### src/rtl/ers_pkg.sv
// Purpose: Shared constants for the E1 receive sync status register bank.
// Assumes: 50 MHz reference clock, 8-bit register port.
// Notes:   Offsets are register indices on the plain register port.
package ers_pkg;
  localparam logic [4:0] ERS_SYNC_STATUS_OFS   = 5'h10;
  localparam logic [4:0] ERS_FAS_CAPTURE_OFS   = 5'h11;
  localparam logic [4:0] ERS_TIMER_STATUS_OFS  = 5'h12;
  localparam logic [4:0] ERS_NFAS_CAPTURE_OFS  = 5'h13;
  localparam logic [7:0] ERS_READ_UNMAPPED     = 8'h00;
  localparam logic [7:0] ERS_FAS_RESET         = 8'h00;
  localparam logic [7:0] ERS_NFAS_RESET        = 8'h00;
  localparam int         ERS_CLK_KHZ           = 50000;
  localparam int         ERS_MS_CYCLES         = ERS_CLK_KHZ;
  localparam int         ERS_CRC_SEARCH_MS     = 8;
  localparam int         ERS_CRC_LONG_MS       = 400;
  localparam int         ERS_RED_MS            = 100;
  localparam int         ERS_T1_MS             = 100;
  localparam int         ERS_T2_MS             = 10;
  localparam int         ERS_KEEPALIVE_MS      = 100;
  localparam int         ERS_HALF_SEC_MS       = 500;
  localparam int         ERS_SYNC_BIT          = 7;
  localparam int         ERS_SIGNALLING_MULTIFRAME_LOSS_BIT        = 6;
  localparam int         ERS_CRC_MULTIFRAME_LOSS_BIT        = 5;
  localparam int         ERS_EBIT1_BIT         = 4;
  localparam int         ERS_EBIT2_BIT         = 3;
  localparam int         ERS_CRC_SEARCH_TIMEOUT_BIT         = 2;
  localparam int         ERS_RED_BIT           = 1;
  localparam int         ERS_IWK_BIT           = 0;
endpackage

### src/rtl/ers_status_bank.sv
// Purpose: Read-only sync, alignment capture and timer status words of an E1 receiver.
// Assumes: Framer status inputs are synchronous to ref_clk_i; strobes are one cycle.
// Notes:   Millisecond timers derive from a 1 ms tick on ref_clk_i that restarts at each aligned multiframe start.
//
// Implementation choice: strobed register access.
`timescale 1ns/1ps
// Operation
// - Bit 7: frame alignment lost flag.
// - Bit 6: signalling multiframe lost flag.
// - Bit 5: CRC-4 multiframe lost flag.
// - Bits 4,3: last multiframe E bits.
// - Bit 2: CRC-4 not found in 8 ms.
// - Timeout forces reframe under maintenance, no interworking.
// - Bit 1: frame lost 100 ms alarm.
// - Bit 0: CRC-4 interworking status.
// - FAS capture bit 7: received bit one.
// - FAS capture bits 6-0: pattern bits.
// - Half and one second synchronous toggles.
// - Bit 5: non-normal frames persist 100 ms.
// - Bit 4: terminal sync persists 10 ms.
// - Bit 3 toggles on 400 ms expiry.
// - Bit 2 toggles on 8 ms expiry.
// - Bit 1 ms toggle, aligned to multiframe.
// - Bit 0: all-ones alarm held 100 ms.
// - NFAS capture bit 7: received bit one.
// - NFAS capture bit 6: marker bit.
// - NFAS capture bit 5: remote alarm.
// - NFAS capture bits 4-0: national spares.
module ers_status_bank #(
  parameter int MS_CYCLES = ers_pkg::ERS_MS_CYCLES
) (
  input  wire logic       ref_clk_i,                // 50 MHz clock
  input  wire logic       reset_n_i,                // Async reset, active low
  input  wire logic [4:0] reg_addr_i,               // Register index
  input  wire logic [7:0] reg_wdata_i,              // Write data, ignored
  input  wire logic       reg_wr_i,                 // Write strobe, ignored
  input  wire logic       reg_rd_i,                 // Read strobe
  output logic      [7:0] reg_rdata_o,              // Read data, cycle after strobe
  input  wire logic       frame_align_loss_i,       // Basic frame alignment lost
  input  wire logic       signalling_multiframe_loss_i, // Signalling multiframe lost
  input  wire logic       crc_multiframe_loss_i,    // CRC-4 multiframe lost
  input  wire logic       crc_multiframe_sync_i,    // Pulse at CRC-4 multiframe start
  input  wire logic       rx_ebit_first_i,          // E1 bit of this multiframe
  input  wire logic       rx_ebit_second_i,         // E2 bit of this multiframe
  input  wire logic       crc_interworking_i,       // 1 = CRC-to-CRC
  input  wire logic       maintenance_en_i,         // Maintenance option selected
  input  wire logic       auto_interwork_en_i,      // Automatic CRC-4 interworking
  input  wire logic       nonnormal_frames_i,       // Non-normal frames being received
  input  wire logic       terminal_sync_i,          // Terminal frame sync held
  input  wire logic       all_ones_alarm_i,         // All-ones alarm status
  input  wire logic       fas_valid_i,              // Pulse: FAS byte received
  input  wire logic       nfas_valid_i,             // Pulse: NFAS byte received
  input  wire logic [7:0] rx_ts0_byte_i,            // Received time slot 0 byte
  output logic            force_reframe_o,          // Pulse: restart frame search
  output logic            crc_search_timeout_o      // CRC-4 reframe flag
);
  import ers_pkg::*;

  // The limits are fixed, so a prescaler shorter than two cycles is the misuse.
  if (MS_CYCLES < 2) begin : g_ms_cycles_check
    $error("MS_CYCLES must be at least 2");
  end

  localparam int MSW = $clog2(MS_CYCLES);
  // Nine bits hold the longest limit, 400 ms, and its saturated value.
  localparam int CW  = 9;

  if (ERS_CRC_LONG_MS >= (1 << CW)) begin : g_cw_check
    $error("CW too narrow for the longest timer");
  end

  ////////////////////////////////////////////////////////////////////////////
  // Millisecond tick and timers.
  // One prescaler feeds every timer, so all limits share one phase.
  // A flag may therefore rise up to one millisecond early or late.
  logic [MSW-1:0] ms_cnt_reg;
  logic [MSW-1:0] ms_cnt_next;
  logic           ms_tick;

  // Free-running toggles.
  logic [8:0]     half_cnt_reg;
  logic [8:0]     half_cnt_next;
  logic           half_second_toggle_reg;
  logic           half_second_toggle_next;
  logic           one_second_toggle_reg;
  logic           one_second_toggle_next;
  logic           crc_ms_toggle_reg;
  logic           crc_ms_toggle_next;

  // Persistence counters, in milliseconds, each saturating at its limit.
  logic [CW-1:0]  red_cnt_reg;
  logic [CW-1:0]  red_cnt_next;
  logic [CW-1:0]  t1_cnt_reg;
  logic [CW-1:0]  t1_cnt_next;
  logic [CW-1:0]  t2_cnt_reg;
  logic [CW-1:0]  t2_cnt_next;
  logic [CW-1:0]  ka_cnt_reg;
  logic [CW-1:0]  ka_cnt_next;
  logic [CW-1:0]  search_cnt_reg;
  logic [CW-1:0]  search_cnt_next;
  logic [CW-1:0]  long_cnt_reg;
  logic [CW-1:0]  long_cnt_next;

  // Status flags read back through the two status words.
  logic           long_frame_loss_alarm_reg;
  logic           long_frame_loss_alarm_next;
  logic           nonnormal_persist_flag_reg;
  logic           nonnormal_persist_flag_next;
  logic           terminal_sync_persist_flag_reg;
  logic           terminal_sync_persist_flag_next;
  logic           keepalive_flag_reg;
  logic           keepalive_flag_next;
  logic           crc_search_timeout_reg;
  logic           crc_search_timeout_next;

  // CRC-4 timer toggles and the reframe request.
  // The request is only a pulse; the framer owns the actual search restart.
  logic           crc_long_timer_toggle_reg;
  logic           crc_long_timer_toggle_next;
  logic           crc_short_timer_toggle_reg;
  logic           crc_short_timer_toggle_next;
  logic           force_reframe_reg;
  logic           force_reframe_next;

  // Saturating persistence counter: counts milliseconds while the condition holds.
  // A single cycle without the condition clears it, so any break restarts the wait.
  function automatic logic [CW-1:0] persist(input logic cond, input logic tick,
                                           input logic [CW-1:0] cnt, input int lim);
    if (!cond) begin
      persist = '0;
    end else if (tick && cnt < CW'(lim)) begin
      persist = cnt + CW'(1);
    end else begin
      persist = cnt;
    end
  endfunction

  // The tick is one clock wide and marks the last cycle of each millisecond.
  assign ms_tick = (ms_cnt_reg == MSW'(MS_CYCLES - 1));

  always_comb begin
    ms_cnt_next = ms_tick ? '0 : ms_cnt_reg + MSW'(1);
    // Once CRC-4 aligned, the ms phase restarts at each multiframe start.
    if (!crc_multiframe_loss_i && crc_multiframe_sync_i) begin
      ms_cnt_next = '0;
    end
    half_cnt_next           = half_cnt_reg;
    half_second_toggle_next = half_second_toggle_reg;
    one_second_toggle_next  = one_second_toggle_reg;
    crc_ms_toggle_next      = crc_ms_toggle_reg;
    // Every millisecond timer advances only on the tick.
    if (ms_tick) begin
      crc_ms_toggle_next = ~crc_ms_toggle_reg;
      if (half_cnt_reg == 9'(ERS_HALF_SEC_MS - 1)) begin
        half_cnt_next           = '0;
        // Both toggles share one counter so they stay in step.
        half_second_toggle_next = ~half_second_toggle_reg;
        if (half_second_toggle_reg) begin
          one_second_toggle_next = ~one_second_toggle_reg;
        end
      end else begin
        half_cnt_next = half_cnt_reg + 9'(1);
      end
    end

    // The alarm follows its counter's registered value, so it rises one cycle after
    // the limit and falls in the cycle after alignment returns.
    red_cnt_next = persist(frame_align_loss_i, ms_tick, red_cnt_reg, ERS_RED_MS);
    long_frame_loss_alarm_next = frame_align_loss_i && (red_cnt_reg >= CW'(ERS_RED_MS));

    // Non-normal frames hold the terminal timer at zero and drop its flag at once.
    // The rising terminal flag in turn clears the non-normal flag, so the two
    // flags are never high together.
    t2_cnt_next = persist(terminal_sync_i && !nonnormal_frames_i, ms_tick, t2_cnt_reg,
                          ERS_T2_MS);
    terminal_sync_persist_flag_next = !nonnormal_frames_i &&
                                      (t2_cnt_reg >= CW'(ERS_T2_MS));
    t1_cnt_next = persist(nonnormal_frames_i, ms_tick, t1_cnt_reg, ERS_T1_MS);
    // The non-normal flag holds between its two events, like a set-reset latch.
    nonnormal_persist_flag_next = nonnormal_persist_flag_reg;
    if (terminal_sync_persist_flag_next) begin
      nonnormal_persist_flag_next = 1'b0;
    end else if (t1_cnt_reg >= CW'(ERS_T1_MS)) begin
      nonnormal_persist_flag_next = 1'b1;
    end

    // Keep-alive drops in the cycle after the all-ones alarm goes away.
    ka_cnt_next = persist(all_ones_alarm_i, ms_tick, ka_cnt_reg, ERS_KEEPALIVE_MS);
    keepalive_flag_next = all_ones_alarm_i && (ka_cnt_reg >= CW'(ERS_KEEPALIVE_MS));

    // The 8 ms search starts when basic frame sync is found.
    search_cnt_next = persist(!frame_align_loss_i && crc_multiframe_loss_i, ms_tick,
                              search_cnt_reg, ERS_CRC_SEARCH_MS);
    crc_short_timer_toggle_next = crc_short_timer_toggle_reg;
    force_reframe_next          = 1'b0;
    crc_search_timeout_next     = crc_search_timeout_reg;
    // The reframe flag stands until CRC-4 alignment is found or basic alignment
    // is lost again. A clear and an expiry need opposite conditions, so they never
    // fall in the same cycle and a flag is never lost to a clear.
    if (!crc_multiframe_loss_i || frame_align_loss_i) begin
      crc_search_timeout_next = 1'b0;
    end
    if (ms_tick && search_cnt_reg == CW'(ERS_CRC_SEARCH_MS - 1) &&
        !frame_align_loss_i && crc_multiframe_loss_i) begin
      crc_search_timeout_next     = 1'b1;
      crc_short_timer_toggle_next = ~crc_short_timer_toggle_reg;
      force_reframe_next          = maintenance_en_i && !auto_interwork_en_i;
    end
    // The 400 ms timer runs whenever CRC-4 multiframe alignment is missing.
    long_cnt_next = persist(crc_multiframe_loss_i, ms_tick, long_cnt_reg, ERS_CRC_LONG_MS);
    crc_long_timer_toggle_next = crc_long_timer_toggle_reg;
    if (ms_tick && crc_multiframe_loss_i && long_cnt_reg == CW'(ERS_CRC_LONG_MS - 1)) begin
      crc_long_timer_toggle_next = ~crc_long_timer_toggle_reg;
    end
  end

  always_ff @(posedge ref_clk_i or negedge reset_n_i) begin
    if (!reset_n_i) begin
      ms_cnt_reg                     <= '0;
      half_cnt_reg                   <= '0;
      half_second_toggle_reg         <= 1'b0;
      one_second_toggle_reg          <= 1'b0;
      crc_ms_toggle_reg              <= 1'b0;
      red_cnt_reg                    <= '0;
      t1_cnt_reg                     <= '0;
      t2_cnt_reg                     <= '0;
      ka_cnt_reg                     <= '0;
      search_cnt_reg                 <= '0;
      long_cnt_reg                   <= '0;
      long_frame_loss_alarm_reg      <= 1'b0;
      nonnormal_persist_flag_reg     <= 1'b0;
      terminal_sync_persist_flag_reg <= 1'b0;
      keepalive_flag_reg             <= 1'b0;
      crc_search_timeout_reg         <= 1'b0;
      crc_long_timer_toggle_reg      <= 1'b0;
      crc_short_timer_toggle_reg     <= 1'b0;
      force_reframe_reg              <= 1'b0;
    end else begin
      ms_cnt_reg                     <= ms_cnt_next;
      half_cnt_reg                   <= half_cnt_next;
      half_second_toggle_reg         <= half_second_toggle_next;
      one_second_toggle_reg          <= one_second_toggle_next;
      crc_ms_toggle_reg              <= crc_ms_toggle_next;
      red_cnt_reg                    <= red_cnt_next;
      t1_cnt_reg                     <= t1_cnt_next;
      t2_cnt_reg                     <= t2_cnt_next;
      ka_cnt_reg                     <= ka_cnt_next;
      search_cnt_reg                 <= search_cnt_next;
      long_cnt_reg                   <= long_cnt_next;
      long_frame_loss_alarm_reg      <= long_frame_loss_alarm_next;
      nonnormal_persist_flag_reg     <= nonnormal_persist_flag_next;
      terminal_sync_persist_flag_reg <= terminal_sync_persist_flag_next;
      keepalive_flag_reg             <= keepalive_flag_next;
      crc_search_timeout_reg         <= crc_search_timeout_next;
      crc_long_timer_toggle_reg      <= crc_long_timer_toggle_next;
      crc_short_timer_toggle_reg     <= crc_short_timer_toggle_next;
      force_reframe_reg              <= force_reframe_next;
    end
  end

  // Both outputs come straight from flip-flops.
  assign force_reframe_o      = force_reframe_reg;
  assign crc_search_timeout_o = crc_search_timeout_reg;

  ////////////////////////////////////////////////////////////////////////////
  // Captures of time slot 0 and of the E bits.
  // The framer delivers whole bytes, so the words are copied without reordering.
  logic [7:0] fas_capture_reg;
  logic [7:0] fas_capture_next;
  logic [7:0] nfas_capture_reg;
  logic [7:0] nfas_capture_next;
  logic [1:0] ebit_reg;
  logic [1:0] ebit_next;

  always_comb begin
    // FAS: bit one in 7, pattern bits two to eight in 6..0.
    fas_capture_next  = fas_valid_i ? rx_ts0_byte_i : fas_capture_reg;
    // NFAS: bit one, marker, remote alarm, national spares.
    nfas_capture_next = nfas_valid_i ? rx_ts0_byte_i : nfas_capture_reg;
    // E bits are sampled at each multiframe start, aligned or not.
    ebit_next         = crc_multiframe_sync_i ? {rx_ebit_first_i, rx_ebit_second_i}
                                              : ebit_reg;
  end

  always_ff @(posedge ref_clk_i or negedge reset_n_i) begin
    if (!reset_n_i) begin
      fas_capture_reg  <= ERS_FAS_RESET;
      nfas_capture_reg <= ERS_NFAS_RESET;
      ebit_reg         <= 2'h0;
    end else begin
      fas_capture_reg  <= fas_capture_next;
      nfas_capture_reg <= nfas_capture_next;
      ebit_reg         <= ebit_next;
    end
  end

  ////////////////////////////////////////////////////////////////////////////
  // Register read port. Writes have no effect and reads change no state.
  logic [7:0] sync_word;
  logic [7:0] timer_word;
  // Read data return to zero without a strobe, so a stale word never looks fresh.
  logic [7:0] rdata_reg;
  logic [7:0] rdata_next;

  always_comb begin
    sync_word                 = 8'h00;
    sync_word[ERS_SYNC_BIT]   = frame_align_loss_i;
    sync_word[ERS_SIGNALLING_MULTIFRAME_LOSS_BIT] = signalling_multiframe_loss_i;
    sync_word[ERS_CRC_MULTIFRAME_LOSS_BIT] = crc_multiframe_loss_i;
    sync_word[ERS_EBIT1_BIT]  = ebit_reg[1];
    sync_word[ERS_EBIT2_BIT]  = ebit_reg[0];
    sync_word[ERS_CRC_SEARCH_TIMEOUT_BIT]  = crc_search_timeout_reg;
    sync_word[ERS_RED_BIT]    = long_frame_loss_alarm_reg;
    sync_word[ERS_IWK_BIT]    = crc_interworking_i;
    timer_word = {half_second_toggle_reg, one_second_toggle_reg,
                  nonnormal_persist_flag_reg, terminal_sync_persist_flag_reg,
                  crc_long_timer_toggle_reg, crc_short_timer_toggle_reg,
                  crc_ms_toggle_reg, keepalive_flag_reg};
    // Every index outside the four words reads as zero.
    rdata_next = ERS_READ_UNMAPPED;
    if (!reg_rd_i) begin
      rdata_next = ERS_READ_UNMAPPED;
    end else if (reg_addr_i == ERS_SYNC_STATUS_OFS) begin
      rdata_next = sync_word;
    end else if (reg_addr_i == ERS_FAS_CAPTURE_OFS) begin
      rdata_next = fas_capture_reg;
    end else if (reg_addr_i == ERS_TIMER_STATUS_OFS) begin
      rdata_next = timer_word;
    end else if (reg_addr_i == ERS_NFAS_CAPTURE_OFS) begin
      rdata_next = nfas_capture_reg;
    end
  end

  always_ff @(posedge ref_clk_i or negedge reset_n_i) begin
    if (!reset_n_i) begin
      rdata_reg <= 8'h00;
    end else begin
      rdata_reg <= rdata_next;
    end
  end

  // No wait state: the data stand exactly one cycle after the strobe.
  assign reg_rdata_o = rdata_reg;
endmodule

### config.mk
export PLATFORM = sky130hd
export DESIGN_NAME = ers_status_bank
export DESIGN_NICKNAME = d
export VERILOG_FILES = /design/src/rtl/ers_pkg.sv /design/src/rtl/ers_status_bank.sv
export SDC_FILE = /design/constraint.sdc
export NUM_CORES = 1
export LEC_CHECK = 0
export BUFFER_PORTS_ARGS = -buffer_cell sky130_fd_sc_hd__buf_2
export CAP_MARGIN = 15
export CORE_ASPECT_RATIO = 0.9
export CORE_MARGIN = 2
export CORE_UTILIZATION = 64
export CTS_BUF_LIST = sky130_fd_sc_hd__clkbuf_16
export DETAILED_ROUTE_END_ITERATION = 12
export MAX_ROUTING_LAYER = met4
export PLACE_DENSITY = 0.85
export SLEW_MARGIN = 0
export SYNTH_ARGS = -nofsm -noshare
export SYNTH_HDL_FRONTEND = slang
export SYNTH_SLANG_ARGS = --single-unit
export TNS_END_PERCENT = 1
### constraint.sdc
create_clock -name ref_clk_i -period 5.1 [get_ports ref_clk_i]
set_input_delay 1.53 -clock ref_clk_i [delete_from_list [all_inputs] [get_ports ref_clk_i]]
set_output_delay 1.53 -clock ref_clk_i [all_outputs]
set_load 0.03 [all_outputs]
# Yosys cells after proc, flatten, opt, wreduce, memory -nomap -nowiden
# Cells that the tools add are included.
[classes] magnitude_cmp=10 n_reduce_logical=27 bitwise=5 n_eq_ne=14 multipliers=0 n_div=0 mux=25 shift=0 addsub=8
[ops] cell="$mux W9" n=13
[ops] cell="$add A9 B1 Y9 const B" n=7
[ops] cell="$mux W8" n=5
[ops] cell="$mux W16" n=2
[ops] cell="$ge A9 B7 Y1 const B" n=3
[ops] cell="$lt A9 B7 Y1 const B" n=3
[ops] cell="$eq A5 B5 Y1 const B" n=4
[ops] cell="$eq A9 B9 Y1 const B" n=2
[ops] cell="$logic_and A1 B1 Y1" n=18
[ops] cell="$lt A9 B4 Y1 const B" n=2
[ops] cell="$add A16 B1 Y16 const B" n=1
[ops] cell="$eq A16 B16 Y1 const B" n=1
[ops] cell="$ne A2 B1 Y1 const B" n=6
[ops] cell="$eq A9 B3 Y1 const B" n=1
[ops] cell="$ge A9 B4 Y1 const B" n=1
[ops] cell="$lt A9 B9 Y1 const B" n=1
[ops] cell="$mux W1" n=5
[ops] cell="$not A1 Y1" n=5
[ops] cell="$logic_not A1 Y1" n=4
[ops] cell="$reduce_bool A2 Y1" n=2
[ops] cell="$reduce_and A3 Y1" n=1
[ops] cell="$reduce_and A2 Y1" n=1
[ops] cell="$logic_or A1 B1 Y1" n=1
[totals] ff_bits=116 ramBits=0 inputBits=39 output_inout_bits=10 n_memories=0 word_cells=112 latch_bits=0 romBits=0

# Depth between registers and ports, before layout
# Gate-level depths: netlist of the first run.
[depth] ltp_word=6 ltp_mapped=7 ltp_nobuf=5

# Worst setup path before layout of the first run
# No wires, ideal clock.
[synth_path] path_kind="input -> register" startpoint="in reg_addr_i[0]" endpoint="reg rdata_reg[0] (netlist: reg_rdata_o[0])" slack_ps=2373 t_arrival_ps=2599 required_time_ps=4972 path_stages=3 setup_ps=128 n_path_buf=1 cell_sequence="clkbuf_1 > mux4_2 > nor2b_1"
[synth_between] elab_chain_cells=6 elab_cells_between_ends=9 cone_classes="eq/ne: 4; mux: 5"
[synth_rtl] item="start, declared" line_no="ers_status_bank.sv:34" rtl="input wire logic [4:0] reg_addr_i,"
[synth_rtl] item="$eq A5 B5 Y1" line_no="ers_status_bank.sv:329" rtl="end else if (reg_addr_i == ERS_NFAS_CAPTURE_OFS) begin"
[synth_rtl] item="$mux W8" line_no="ers_status_bank.sv:329"
[synth_rtl] item="$mux W8" line_no="ers_status_bank.sv:327" rtl="end else if (reg_addr_i == ERS_TIMER_STATUS_OFS) begin"
[synth_rtl] item="$mux W8" line_no="ers_status_bank.sv:325" rtl="end else if (reg_addr_i == ERS_FAS_CAPTURE_OFS) begin"
[synth_rtl] item="$mux W8 (*)" line_no="ers_status_bank.sv:323" rtl="end else if (reg_addr_i == ERS_SYNC_STATUS_OFS) begin"
[synth_rtl] item="$mux W8 (*)" line_no="ers_status_bank.sv:321" rtl="if (!reg_rd_i) begin"
[synth_rtl] item="net rdata_next[0]" line_no="ers_status_bank.sv:303" rtl="logic [7:0] rdata_next;"
[synth_rtl] item="end signal, assigned" line_no="ers_status_bank.sv:338" rtl="rdata_reg <= rdata_next;"
[synth_rtl] item="end, declared" line_no="ers_status_bank.sv:302" rtl="logic [7:0] rdata_reg;"
# The timed path passes the listed nets; every way through them passes the cells marked *.
# A chain may end at the register's enable or synchronous reset.

# Worst setup path after layout of the first run
[layout_path] startpoint="reg ms_cnt_reg[10]" endpoint="reg long_cnt_reg[5]"
[layout_between] elab_chain_cells=3
[layout_rtl] item="start, declared" line_no="ers_status_bank.sv:76" rtl="logic [MSW-1:0] ms_cnt_reg;"
[layout_rtl] item="start signal, assigned" line_no="ers_status_bank.sv:239" rtl="ms_cnt_reg <= ms_cnt_next;"
[layout_rtl] item="$eq A16 B16 Y1" line_no="ers_status_bank.sv:139" rtl="assign ms_tick = (ms_cnt_reg == MSW'(MS_CYCLES - 1));"
[layout_rtl] item="$logic_and A1 B1 Y1" line_no="ers_status_bank.sv:131" rtl="end else if (tick && cnt < CW'(lim)) begin"
[layout_rtl] item="$ne A2 B1 Y1 (no line)"
[layout_rtl] item="end signal, assigned" line_no="ers_status_bank.sv:249" rtl="long_cnt_reg <= long_cnt_next;"
[layout_rtl] item="end, declared" line_no="ers_status_bank.sv:101" rtl="logic [CW-1:0] long_cnt_reg;"
# Every way passes these cells.

==> results of run 1 <==
## how the worst max path moves through the flow
stage / start / to / depth (start not counted) / slack (ns)
6_report: ms_cnt_reg[10]$_DFF_PN0_ / long_cnt_reg[5]$_DFFE_PN0P_ / 4 / 2.28
3_3_place_gp: frame_align_loss_i / force_reframe_o$_DFF_PN0_ / 5 / 2.36
4_1_cts: ms_cnt_reg[10]$_DFF_PN0_ / long_cnt_reg[5]$_DFFE_PN0P_ / 4 / 2.27
2_1_floorplan: reg_addr_i[0] / reg_rdata_o[0]$_DFF_PN0_ / 3 / 2.37
5_1_grt: ms_cnt_reg[0]$_DFF_PN0_ / long_cnt_reg[5]$_DFFE_PN0P_ / 5 / 2.08
3_5_place_dp: frame_align_loss_i / force_reframe_o$_DFF_PN0_ / 5 / 2.26
## layout make-up
| type | instances | share of cell area |
|---|---|---|
| clock buffer | 17 | 0.0666 |
| clock inverter | 15 | 0.0335 |
| inverter | 22 | 0.0129 |
| multi-input combinational | 343 | 0.374 |
| sequential | 116 | 0.455 |
| tap | 115 | 0.0225 |
| timing repair buffer | 43 | 0.0357 |
## metrics by stage
step / area [um^2] / utilization / worst slack (ns) / cells / total power (W)
global placement: 5750 / 0.702 / 2.36 / 639 / 0.00109
CTS: 6390 / 0.780 / 2.27 / 671 / 0.00237
detailed placement: 5750 / 0.702 / 2.26 / 639 / 0.00110
global route: 6390 / 0.780 / 2.08 / 671 / 0.00244
finish: 6390 / 0.780 / 2.28 / 671 / 0.00236
floorplan: 5460 / - / 2.37 / 502 / 0.00105
## critical path, cell delays in order, from the launching register on
cell and delay [ns]:
dfrtp_1 0.42, or4_4 0.59, or4_1 0.92, or4_1 0.62
a21oi_1 0.18
## synthesized netlist by cell type, drive strengths merged, types with 6 or more instances
cell type	number	area [um^2]
or4	16	128
clkbuf	15	56.3
nand2	27	101
nor4	11	81.3
o31ai	15	113
xnor2	15	131
inv	22	82.6
a21oi	32	160
nor2	34	128
nor2b	9	56.3
mux2	18	203
mux4	8	180
nand4	11	68.8
and3	13	81.3
ha	12	150
nand3	29	145
and2	11	68.8
nor3	13	65.1
buf	6	32.5
o21ai	13	65.1
dfrtp	116	2900
## power by group through the flow
stage	sequential [W]	clock (W)	combinational (W)
2_1_floorplan	0.000984	0	0.0000627
3_3_place_gp	0.000986	0	0.000105
3_5_place_dp	0.000988	0	0.000109
4_1_cts	0.000974	0.00129	0.000112
5_1_grt	0.000977	0.00134	0.000124
6_report	0.000974	0.00128	0.000111
## cells by family after synthesis
kind of cell | share of synthesized area
and+or+nand+nor | 0.199
DFF | 0.531
AOI/OAI and AO/OA | 0.0996
buffers and inverters | 0.0314
muxes | 0.0792
xor gates and xnor gates | 0.0321
adders and majority gates | 0.0275
## metal layers
layer	global-route usage	share of wire	routed length [um]	vias to the layer above
met2	0.456	0.51	6010	140
met1	0.345	0.43	5110	2070
met5	-	0	0	-
li1	-	-	-	1921
met3	0.0701	0.050	596	17
met4	0.0867	0.015	178	0
==> summary.txt, run 1 <==
Run
  • Max-cap violations: 0

Yosys
  • Average size of a mapped cell: 10.9 um^2
  • Yosys warnings: 0
  • Number of distinct library cells after synthesis: 49
  • #FFs+latches synth: 116
  • Synthesized cell area: 5460 um^2
  • Mapped Nets: 553
  • EDFF count, synth: 0
  • Cells after synthesis: 502
  • Asr flop ratio synth: 1.00
  • Dominant synthesized flop cell: dfrtp_1
  • Register area share after synthesis: 0.531

Hold path
  • Worst min-delay path class: flop to flop
  • WHS Path Cells: 1
  • Min-delay src: one_second_toggle_reg$_DFFE_PN0P_
  • Sink of the worst hold path: one_second_toggle_reg$_DFFE_PN0P_

Routing
  • Per-cell routed wire length: 17.7 um
  • Via/cell ratio: 6.18
  • Vias: 4148
  • Final wirelength: 11.9 mm
  • Final ANT Viol Nets: 0
  • Iteration-0 DRC count of the detailed router: 257
  • DRC Markers: 0
  • Length of the first detailed-routing pass in iterations: 5

Floorplan
  • Die W: 101 um
  • Initial Util: 0.668
  • Ports: 49
  • Total die area: 9290 um^2
  • Die height: 91.7 um
  • FP Rows: 31
  • Core area: 8180 um^2

Finish
  • Nets: 594
  • Most frequent cells in the layout: dfrtp_1 (116), buf_2 (38), nor2_1 (34), a21oi_1 (32), nand3_1 (29)
  • Commonest non-fill, non-tap cell in the layout: dfrtp_1
  • Fill count: 458
  • N_diodes: 0
  • Max reg flops: 16
  • Layout cells sized above 1: 0.192
  • FF/Latch Area: 2900 um^2
  • Area delta synth->final: 16.9%
  • Area occupied by multi-input gates: 2390 um^2

Timing
  • Maximum clock rate: 354 MHz
  • Final hold slack: 0.466 ns
  • Tmin final: 2.82 ns
  • Setup violations, final: 0
  • Setup_tns: 0 ns
  • Final Hold Violating Endpoints: 0
  • Slew at the pin closest to its max-slew limit: 0.779 ns
  • RSZ-0062 raised after global routing: no
  • Skew final: 0.00963 ns
  • Slew Limit Fails: 0
  • Final period util: 0.553
  • Max-slew headroom: 0.480

GRT
  • Initial antenna violation count: 0
  • Total track usage: 0.280
  • Largest net degree at the start of global routing: 49
  • Number of global-route vias before repair: 4124
  • Total grt overflow: 0
  • First-pass GRT wire length: 19.8 mm

Pwr
  • Psw: 0.000503 W
  • Logic pwr share: 0.047
  • Switching Share: 0.213
  • PD cells: 370 nW/um^2
  • Sequential Power Share: 0.412
  • Worst VDD drop: 0.301 mV
  • Leakage power: 2.86 nW
  • P_int: 0.00186 W
  • Clock share of power: 0.541

Placement
  • Placer Congestion: 0.836
  • Hpwl dp: 7.43 mm
  • IO Port Bufs: 39

Clock network
  • H-tree depth: 4
  • # hold bufs at CTS: 0
  • CTS Buffer Depth: 2
  • Clock Latency Late Sink: 0.40 ns
  • CTS clock-pin slew for the worst setup and hold paths: 0.05 ns
  • Setup Buffers After CTS: 0
  • CTS root buffer: clkbuf_16
  • TritonCTS buffer count: 17
  • CTS tree: done
  • Clock sinks: 116
  • Post_cts resized: 0

Setup path
  • Crit Path Max Fanout: 23
  • Reg2reg end: long_cnt_reg[5]$_DFFE_PN0P_
  • Reg-to-reg setup timing slack: 2.28 ns
  • R2R Path Start: ms_cnt_reg[10]$_DFF_PN0_
  • Endpoint class of the critical path: flop
  • Worst EP required: 5.42 ns
  • Kind of critical path: flop to flop
  • Worst Path Arrival: 3.14 ns
  • Reg2Reg Depth: 4
  • Startpoint types: flop

Outcome
  • Status: complete, no violations
Note: power is estimated with default switching activity, not from simulation.
==> run 2: changes to the inputs <==
--- a/config.mk
+++ b/config.mk
@@ -9,11 +9,11 @@
 export CAP_MARGIN = 15
 export CORE_ASPECT_RATIO = 0.9
 export CORE_MARGIN = 2
-export CORE_UTILIZATION = 64
+export CORE_UTILIZATION = 59
 export CTS_BUF_LIST = sky130_fd_sc_hd__clkbuf_16
 export DETAILED_ROUTE_END_ITERATION = 12
 export MAX_ROUTING_LAYER = met4
-export PLACE_DENSITY = 0.85
+export PLACE_DENSITY = 0.79
 export SLEW_MARGIN = 0
 export SYNTH_ARGS = -nofsm -noshare
 export SYNTH_HDL_FRONTEND = slang
==> constraint.sdc (replaced) <==
create_clock -name ref_clk_i -period 2.8 [get_ports ref_clk_i]
set_input_delay 0.84 -clock ref_clk_i [delete_from_list [all_inputs] [get_ports ref_clk_i]]
set_output_delay 0.84 -clock ref_clk_i [all_outputs]
set_load 0.03 [all_outputs]
==> run 2 against run 1 <==
Against the previous run: die area grew 8.1%; via count shrank 0.55%; design area shrank 0.57%; clock skew grew 0.0012 ns; sequential share of layout area grew 0.26 points; fmax grew 6.3%; cell count grew 1.5%; power grew 69%; non-clock buffer count grew 3; critical path depth is the same; largest power group unchanged.
==> summary.txt, run 2 (synthesis results as in run 1) <==
Clock network
  • Setup Buffers After CTS: 0 (unchanged)
  • Post_cts resized: 0 (unchanged)
  • Clock sinks: 116 (unchanged)
  • CTS tree: done
  • TritonCTS buffer count: 17 (unchanged)
  • CTS clock-pin slew for the worst setup and hold paths: 0.06 ns (about the same)
  • H-tree depth: 4 (unchanged)
  • Clock Latency Late Sink: 0.41 ns (about the same)
  • # hold bufs at CTS: 0 (unchanged)
  • CTS Buffer Depth: 2 (unchanged)
  • CTS root buffer: clkbuf_16

Timing
  • Maximum clock rate: 377 MHz (+6.3%)
  • Tmin final: 2.65 ns (-0.168 ns)
  • Slew Limit Fails: 0 (unchanged)
  • Max-slew headroom: 0.556 (+0.0758)
  • Final Hold Violating Endpoints: 0 (unchanged)
  • Final period util: 0.948 (+0.395)
  • Skew final: 0.0108 ns (+0.00115 ns)
  • Setup_tns: 0 ns (unchanged)
  • Setup violations, final: 0 (unchanged)
  • RSZ-0062 raised after global routing: no
  • Slew at the pin closest to its max-slew limit: 0.661 ns (-0.119 ns)
  • Final hold slack: 0.402 ns (-0.0639 ns)

Placement
  • Placer Congestion: 0.856 (+2.4%)
  • Hpwl dp: 7.40 mm (-0.39%)
  • IO Port Bufs: 39 (unchanged)
  • Placed Instances: 649 (+1.6%)

Routing
  • Iteration-0 DRC count of the detailed router: 422 (+64%)
  • Final ANT Viol Nets: 0 (unchanged)
  • Final wirelength: 11.9 mm (+0.44%)
  • Per-cell routed wire length: 17.5 um (-1.0%)
  • Via/cell ratio: 6.06 (-2.0%)
  • Length of the first detailed-routing pass in iterations: 5 (unchanged)
  • DRC Markers: 0 (unchanged)
  • Vias: 4125 (-0.55%)

GRT
  • Number of global-route vias before repair: 4177 (+1.3%)
  • Initial antenna violation count: 0 (unchanged)
  • Total grt overflow: 0 (unchanged)
  • First-pass GRT wire length: 20.2 mm (+2.1%)
  • GR Util met3: 0.0588 (-0.0113)
  • Largest net degree at the start of global routing: 52 (+6.1%)
  • GR peak layer: met2
  • Total track usage: 0.265 (-0.0143)
  • Routing usage on met1: 0.324 (-0.0204)
  • Met2 Use GR: 0.441 (-0.0155)

Run
  • Max-cap violations: 0 (unchanged)

Finish
  • N_diodes: 0 (unchanged)
  • Non-Filler Instances: 681 (+1.5%)
  • Max reg flops: 16 (unchanged)
  • Commonest non-fill, non-tap cell in the layout: dfrtp_1
  • Area delta synth->final: 16.2%
  • Nets: 597 (+0.51%)
  • Fill count: 610 (+33%)
  • Most frequent cells in the layout: dfrtp_1 (116), buf_2 (38), nor2_1 (34), a21oi_1 (32), nand3_1 (29)
  • Layout cells sized above 1: 0.195 (+0.00255)

Floorplan
  • Initial Util: 0.604 (-0.0634)
  • Die height: 95.3 um (+4.0%)
  • Core area: 9040 um^2 (+10%)
  • Die W: 105 um (+4.0%)
  • Total die area: 10000 um^2 (+8.1%)
  • FP Rows: 33 (+6.5%)
  • Ports: 49 (unchanged)

Setup path
  • CP cell instances: or4_4 > or4_4 > nor4_2 > xor2_1
  • Delay of the slowest critical-path stage: 0.77 ns (-0.15 ns)
  • Kind of critical path: flop to flop
  • Buf/Inv on CP: 0 (unchanged)
  • Crit Path Max Fanout: 41 (+78%)
  • Endpoint class of the critical path: flop
  • R2R Path Start: ms_cnt_reg[10]$_DFF_PN0_
  • Reg2Reg Depth: 4 (unchanged)
  • Reg2reg end: crc_short_timer_toggle_reg$_DFFE_PN0P_
  • Critical Path Most Common Cell: or4_4
  • Worst EP required: 3.12 ns (-2.30 ns)
  • CP delay by family, top: simple AND/OR/NAND/NOR gates
  • Slowest CP cell: or4_4
  • Reg-to-reg setup timing slack: 0.15 ns (-2.13 ns)
  • Worst Path Arrival: 2.97 ns (-0.17 ns)
  • Startpoint types: flop

Pwr
  • Leakage power: 2.83 nW (-1.1%)
  • Worst VDD drop: 0.572 mV (+90%)
  • PD cells: 628 nW/um^2 (+70%)

Outcome
  • Status: complete, no violations

Hold path
  • Worst min-delay path class: primary input to async pin
run 2: layout make-up:
| class | count | area (um^2) | share of cell area |
|---|---|---|---|
| tap | 122 | 153 | 0.0240 |
| clock inverter | 15 | 134 | 0.0211 |
| inverter | 22 | 82.6 | 0.0130 |
| timing repair buffer | 46 | 263 | 0.0414 |
| clock buffer | 17 | 425 | 0.0670 |
| multi-input combinational | 343 | 2390 | 0.376 |
| sequential | 116 | 2900 | 0.457 |
run 2: metrics by stage:
stage                     utilization  cell area (um^2)  worst slack [ns]  total power [W]
after floorplan                     -              5460             0.444          0.00191
after global placement          0.640              5790             0.271          0.00199
after detailed placement        0.640              5790             0.212          0.00200
after CTS                       0.702              6350             0.167          0.00401
after global routing            0.702              6350            0.0362          0.00412
final                           0.702              6350             0.146          0.00399
run 2: worst max-delay path by stage:
stage | startpoint | endpoint | cells past startpoint
floorplan | ms_cnt_reg[10]$_DFF_PN0_ | search_cnt_reg[1]$_DFFE_PN0P_ | 6
global placement | ms_cnt_reg[10]$_DFF_PN0_ | long_cnt_reg[7]$_DFFE_PN0P_ | 5
detailed placement | ms_cnt_reg[10]$_DFF_PN0_ | long_cnt_reg[7]$_DFFE_PN0P_ | 5
CTS | ms_cnt_reg[10]$_DFF_PN0_ | crc_short_timer_toggle_reg$_DFFE_PN0P_ | 4
global route | ms_cnt_reg[10]$_DFF_PN0_ | crc_short_timer_toggle_reg$_DFFE_PN0P_ | 4
finish | ms_cnt_reg[10]$_DFF_PN0_ | crc_short_timer_toggle_reg$_DFFE_PN0P_ | 4
run 2: power by group:
group,internal [W],switching [W]
registers,0.00173,0.0000456
logic,0.0000899,0.000111
clock network,0.00122,0.000792
total,0.00304,0.000949
run 2: routing by layer:
metal | up-vias | wire length, um
met1 | 2057 | 5190
met5 | - | 0
met3 | 18 | 490
met2 | 123 | 6060
met4 | 0 | 208
li1 | 1927 | -
==> run 3: changes to the inputs <==
--- a/config.mk
+++ b/config.mk
@@ -7,13 +7,15 @@
 export LEC_CHECK = 0
 export BUFFER_PORTS_ARGS = -buffer_cell sky130_fd_sc_hd__buf_2
 export CAP_MARGIN = 15
+export CELL_PAD_IN_SITES_DETAIL_PLACEMENT = 0
+export CELL_PAD_IN_SITES_GLOBAL_PLACEMENT = 1
 export CORE_ASPECT_RATIO = 0.9
 export CORE_MARGIN = 2
-export CORE_UTILIZATION = 59
+export CORE_UTILIZATION = 47
 export CTS_BUF_LIST = sky130_fd_sc_hd__clkbuf_16
 export DETAILED_ROUTE_END_ITERATION = 12
 export MAX_ROUTING_LAYER = met4
-export PLACE_DENSITY = 0.79
+export PLACE_DENSITY_LB_ADDON = 0.1
 export SLEW_MARGIN = 0
 export SYNTH_ARGS = -nofsm -noshare
 export SYNTH_HDL_FRONTEND = slang
==> constraint.sdc (replaced) <==
create_clock -name ref_clk_i -period 3 [get_ports ref_clk_i]
set_input_delay 0.9 -clock ref_clk_i [delete_from_list [all_inputs] [get_ports ref_clk_i]]
set_output_delay 0.9 -clock ref_clk_i [all_outputs]
set_load 0.03 [all_outputs]
==> run 3 against run 2 <==
Against the previous run: combinational power is 8% lower; sequential power is 7% lower; sequential share of layout area is 0.21 points lower; critical path type unchanged; largest cell class unchanged.
==> summary.txt, run 3 (synthesis results as in run 1) <==
GRT
  • First-pass GRT wire length: 19.3 mm (-4.5%)
  • Total grt overflow: 0 (unchanged)
  • Initial antenna violation count: 0 (unchanged)
  • Number of global-route vias before repair: 3898 (-6.7%)
  • Total track usage: 0.202 (-0.0637)
  • Largest net degree at the start of global routing: 42 (-19%)

Clock network
  • Clock Latency Late Sink: 0.42 ns (about the same)
  • Setup Buffers After CTS: 0 (unchanged)
  • Clock sinks: 116 (unchanged)
  • CTS Buffer Depth: 2 (unchanged)
  • # hold bufs at CTS: 0 (unchanged)
  • H-tree depth: 4 (unchanged)
  • CTS tree: done
  • CTS clock-pin slew for the worst setup and hold paths: 0.05 ns (about the same)
  • CTS root buffer: clkbuf_16
  • TritonCTS buffer count: 17 (unchanged)
  • Post_cts resized: 0 (unchanged)

Placement
  • IO Port Bufs: 39 (unchanged)
  • Placer Congestion: 0.759 (-11%)
  • Hpwl dp: 7.56 mm (+2.1%)
  • DP Area: 5830 um^2 (+0.65%)
  • Placed Instances: 684 (+5.4%)

Outcome
  • Status: complete, no violations

Finish
  • Core Util, Final: 0.560 (-0.142)
  • Commonest non-fill, non-tap cell in the layout: dfrtp_1
  • Nets: 598 (+0.17%)
  • Area delta synth->final: 16.7%
  • Fill count: 1006 (+65%)
  • Final Instance Area: 6380 um^2 (+0.45%)
  • Most frequent cells in the layout: dfrtp_1 (116), buf_2 (38), nor2_1 (34), a21oi_1 (32), nand3_1 (29)
  • Non-Filler Instances: 716 (+5.1%)
  • N_diodes: 0 (unchanged)
  • Max reg flops: 16 (unchanged)
  • Layout cells sized above 1: 0.189 (-0.00571)

Routing
  • Vias: 4003 (-3.0%)
  • Per-cell routed wire length: 15.5 um (-12%)
  • Length of the first detailed-routing pass in iterations: 4 (-1)
  • Iteration-0 DRC count of the detailed router: 237 (-44%)
  • Final ANT Viol Nets: 0 (unchanged)
  • Final wirelength: 11.1 mm (-7.3%)
  • DRC Markers: 0 (unchanged)
  • Via/cell ratio: 5.59 (-7.7%)

Hold path
  • Worst min-delay path class: primary input to async pin

Setup path
  • Kind of critical path: flop to flop
  • Reg2Reg Depth: 5 (+1)
  • Worst EP required: 3.28 ns (+0.16 ns)
  • Startpoint types: flop
  • Crit Path Max Fanout: 12 (-71%)
  • Reg-to-reg setup timing slack: 0.32 ns (+0.18 ns)
  • R2R Path Start: ms_cnt_reg[10]$_DFF_PN0_
  • Worst Path Arrival: 2.96 ns (about the same)
  • Reg2reg end: long_cnt_reg[7]$_DFFE_PN0P_
  • Crit. Startpoint: ms_cnt_reg[10]$_DFF_PN0_
  • Endpoint class of the critical path: flop

Timing
  • Max-slew headroom: 0.457 (-0.0993)
  • RSZ-0062 raised after global routing: no
  • Final Hold Violating Endpoints: 0 (unchanged)
  • Slew Limit Fails: 0 (unchanged)
  • Final hold slack: 0.447 ns (+0.0446 ns)
  • Skew final: 0.00756 ns (-0.00322 ns)
  • Final period util: 0.893 (-0.0550)
  • Setup_tns: 0 ns (unchanged)
  • Setup violations, final: 0 (unchanged)
  • Tmin final: 2.68 ns (+0.0245 ns)
  • Maximum clock rate: 373 MHz (-0.92%)
  • Slew at the pin closest to its max-slew limit: 0.808 ns (+0.148 ns)

Pwr
  • Leakage power: 2.84 nW (+0.50%)
  • Worst VDD drop: 0.471 mV (-18%)
  • PD cells: 581 nW/um^2 (-7.5%)

Floorplan
  • Total die area: 12500 um^2 (+24%)
  • Ports: 49 (unchanged)
  • FP Rows: 37 (+12%)
  • Core area: 11400 um^2 (+26%)
  • Die W: 118 um (+12%)
  • Initial Util: 0.480 (-0.124)
  • Die height: 106 um (+12%)

Run
  • Max-cap violations: 0 (unchanged)
-- run 3: critical path, stage by stage (launching register included) --
cell	delay, ns
dfrtp_1	0.42
or4_4	0.58
or4_1	0.79
buf_4	0.29
o311ai_0	0.34
o41ai_1	0.12
-- run 3: how the worst max path moves through the flow --
stage	to	slack, ns	depth (start not counted)
after global placement	long_cnt_reg[7]$_DFFE_PN0P_	0.35	5
final	long_cnt_reg[7]$_DFFE_PN0P_	0.32	5
after floorplan	search_cnt_reg[1]$_DFFE_PN0P_	0.64	6
after global routing	long_cnt_reg[7]$_DFFE_PN0P_	0.23	5
after detailed placement	long_cnt_reg[7]$_DFFE_PN0P_	0.34	5
after CTS	long_cnt_reg[7]$_DFFE_PN0P_	0.30	5
-- run 3: final cells by class --
class,count,area (um^2),area share
clock buffers,17,425,0.0667
repair buffers,47,258,0.0404
flip-flops and latches,116,2900,0.455
multi-input cells,343,2390,0.375
inverters,22,82.6,0.0129
well taps,156,195,0.0306
clock inverters,15,125,0.0196
-- run 3: metal layers --
metal / track usage / part of all wire / vias to the layer above
li1: - / - / 1931
met1: 0.269 / 0.49 / 1980
met2: 0.292 / 0.45 / 77
met3: 0.0606 / 0.045 / 15
met4: 0.0757 / 0.015 / 0
met5: - / 0 / -
-- run 3: through the flow --
step                      total power (W)  setup slack [ns]
after CTS                         0.00376             0.304
after floorplan                   0.00178             0.644
final                             0.00371             0.322
after global routing              0.00386             0.226
after detailed placement          0.00187             0.342
after global placement            0.00186             0.349
-- run 3: where the power goes --
| part | switching (W) | leakage [nW] | total (W) | internal [W] |
|---|---|---|---|---|
| clock | 0.000679 | 0.275 | 0.00187 | 0.00119 |
| combinational | 0.000100 | 0.998 | 0.000184 | 0.0000835 |
| sequential | 0.0000397 | 1.57 | 0.00165 | 0.00161 |
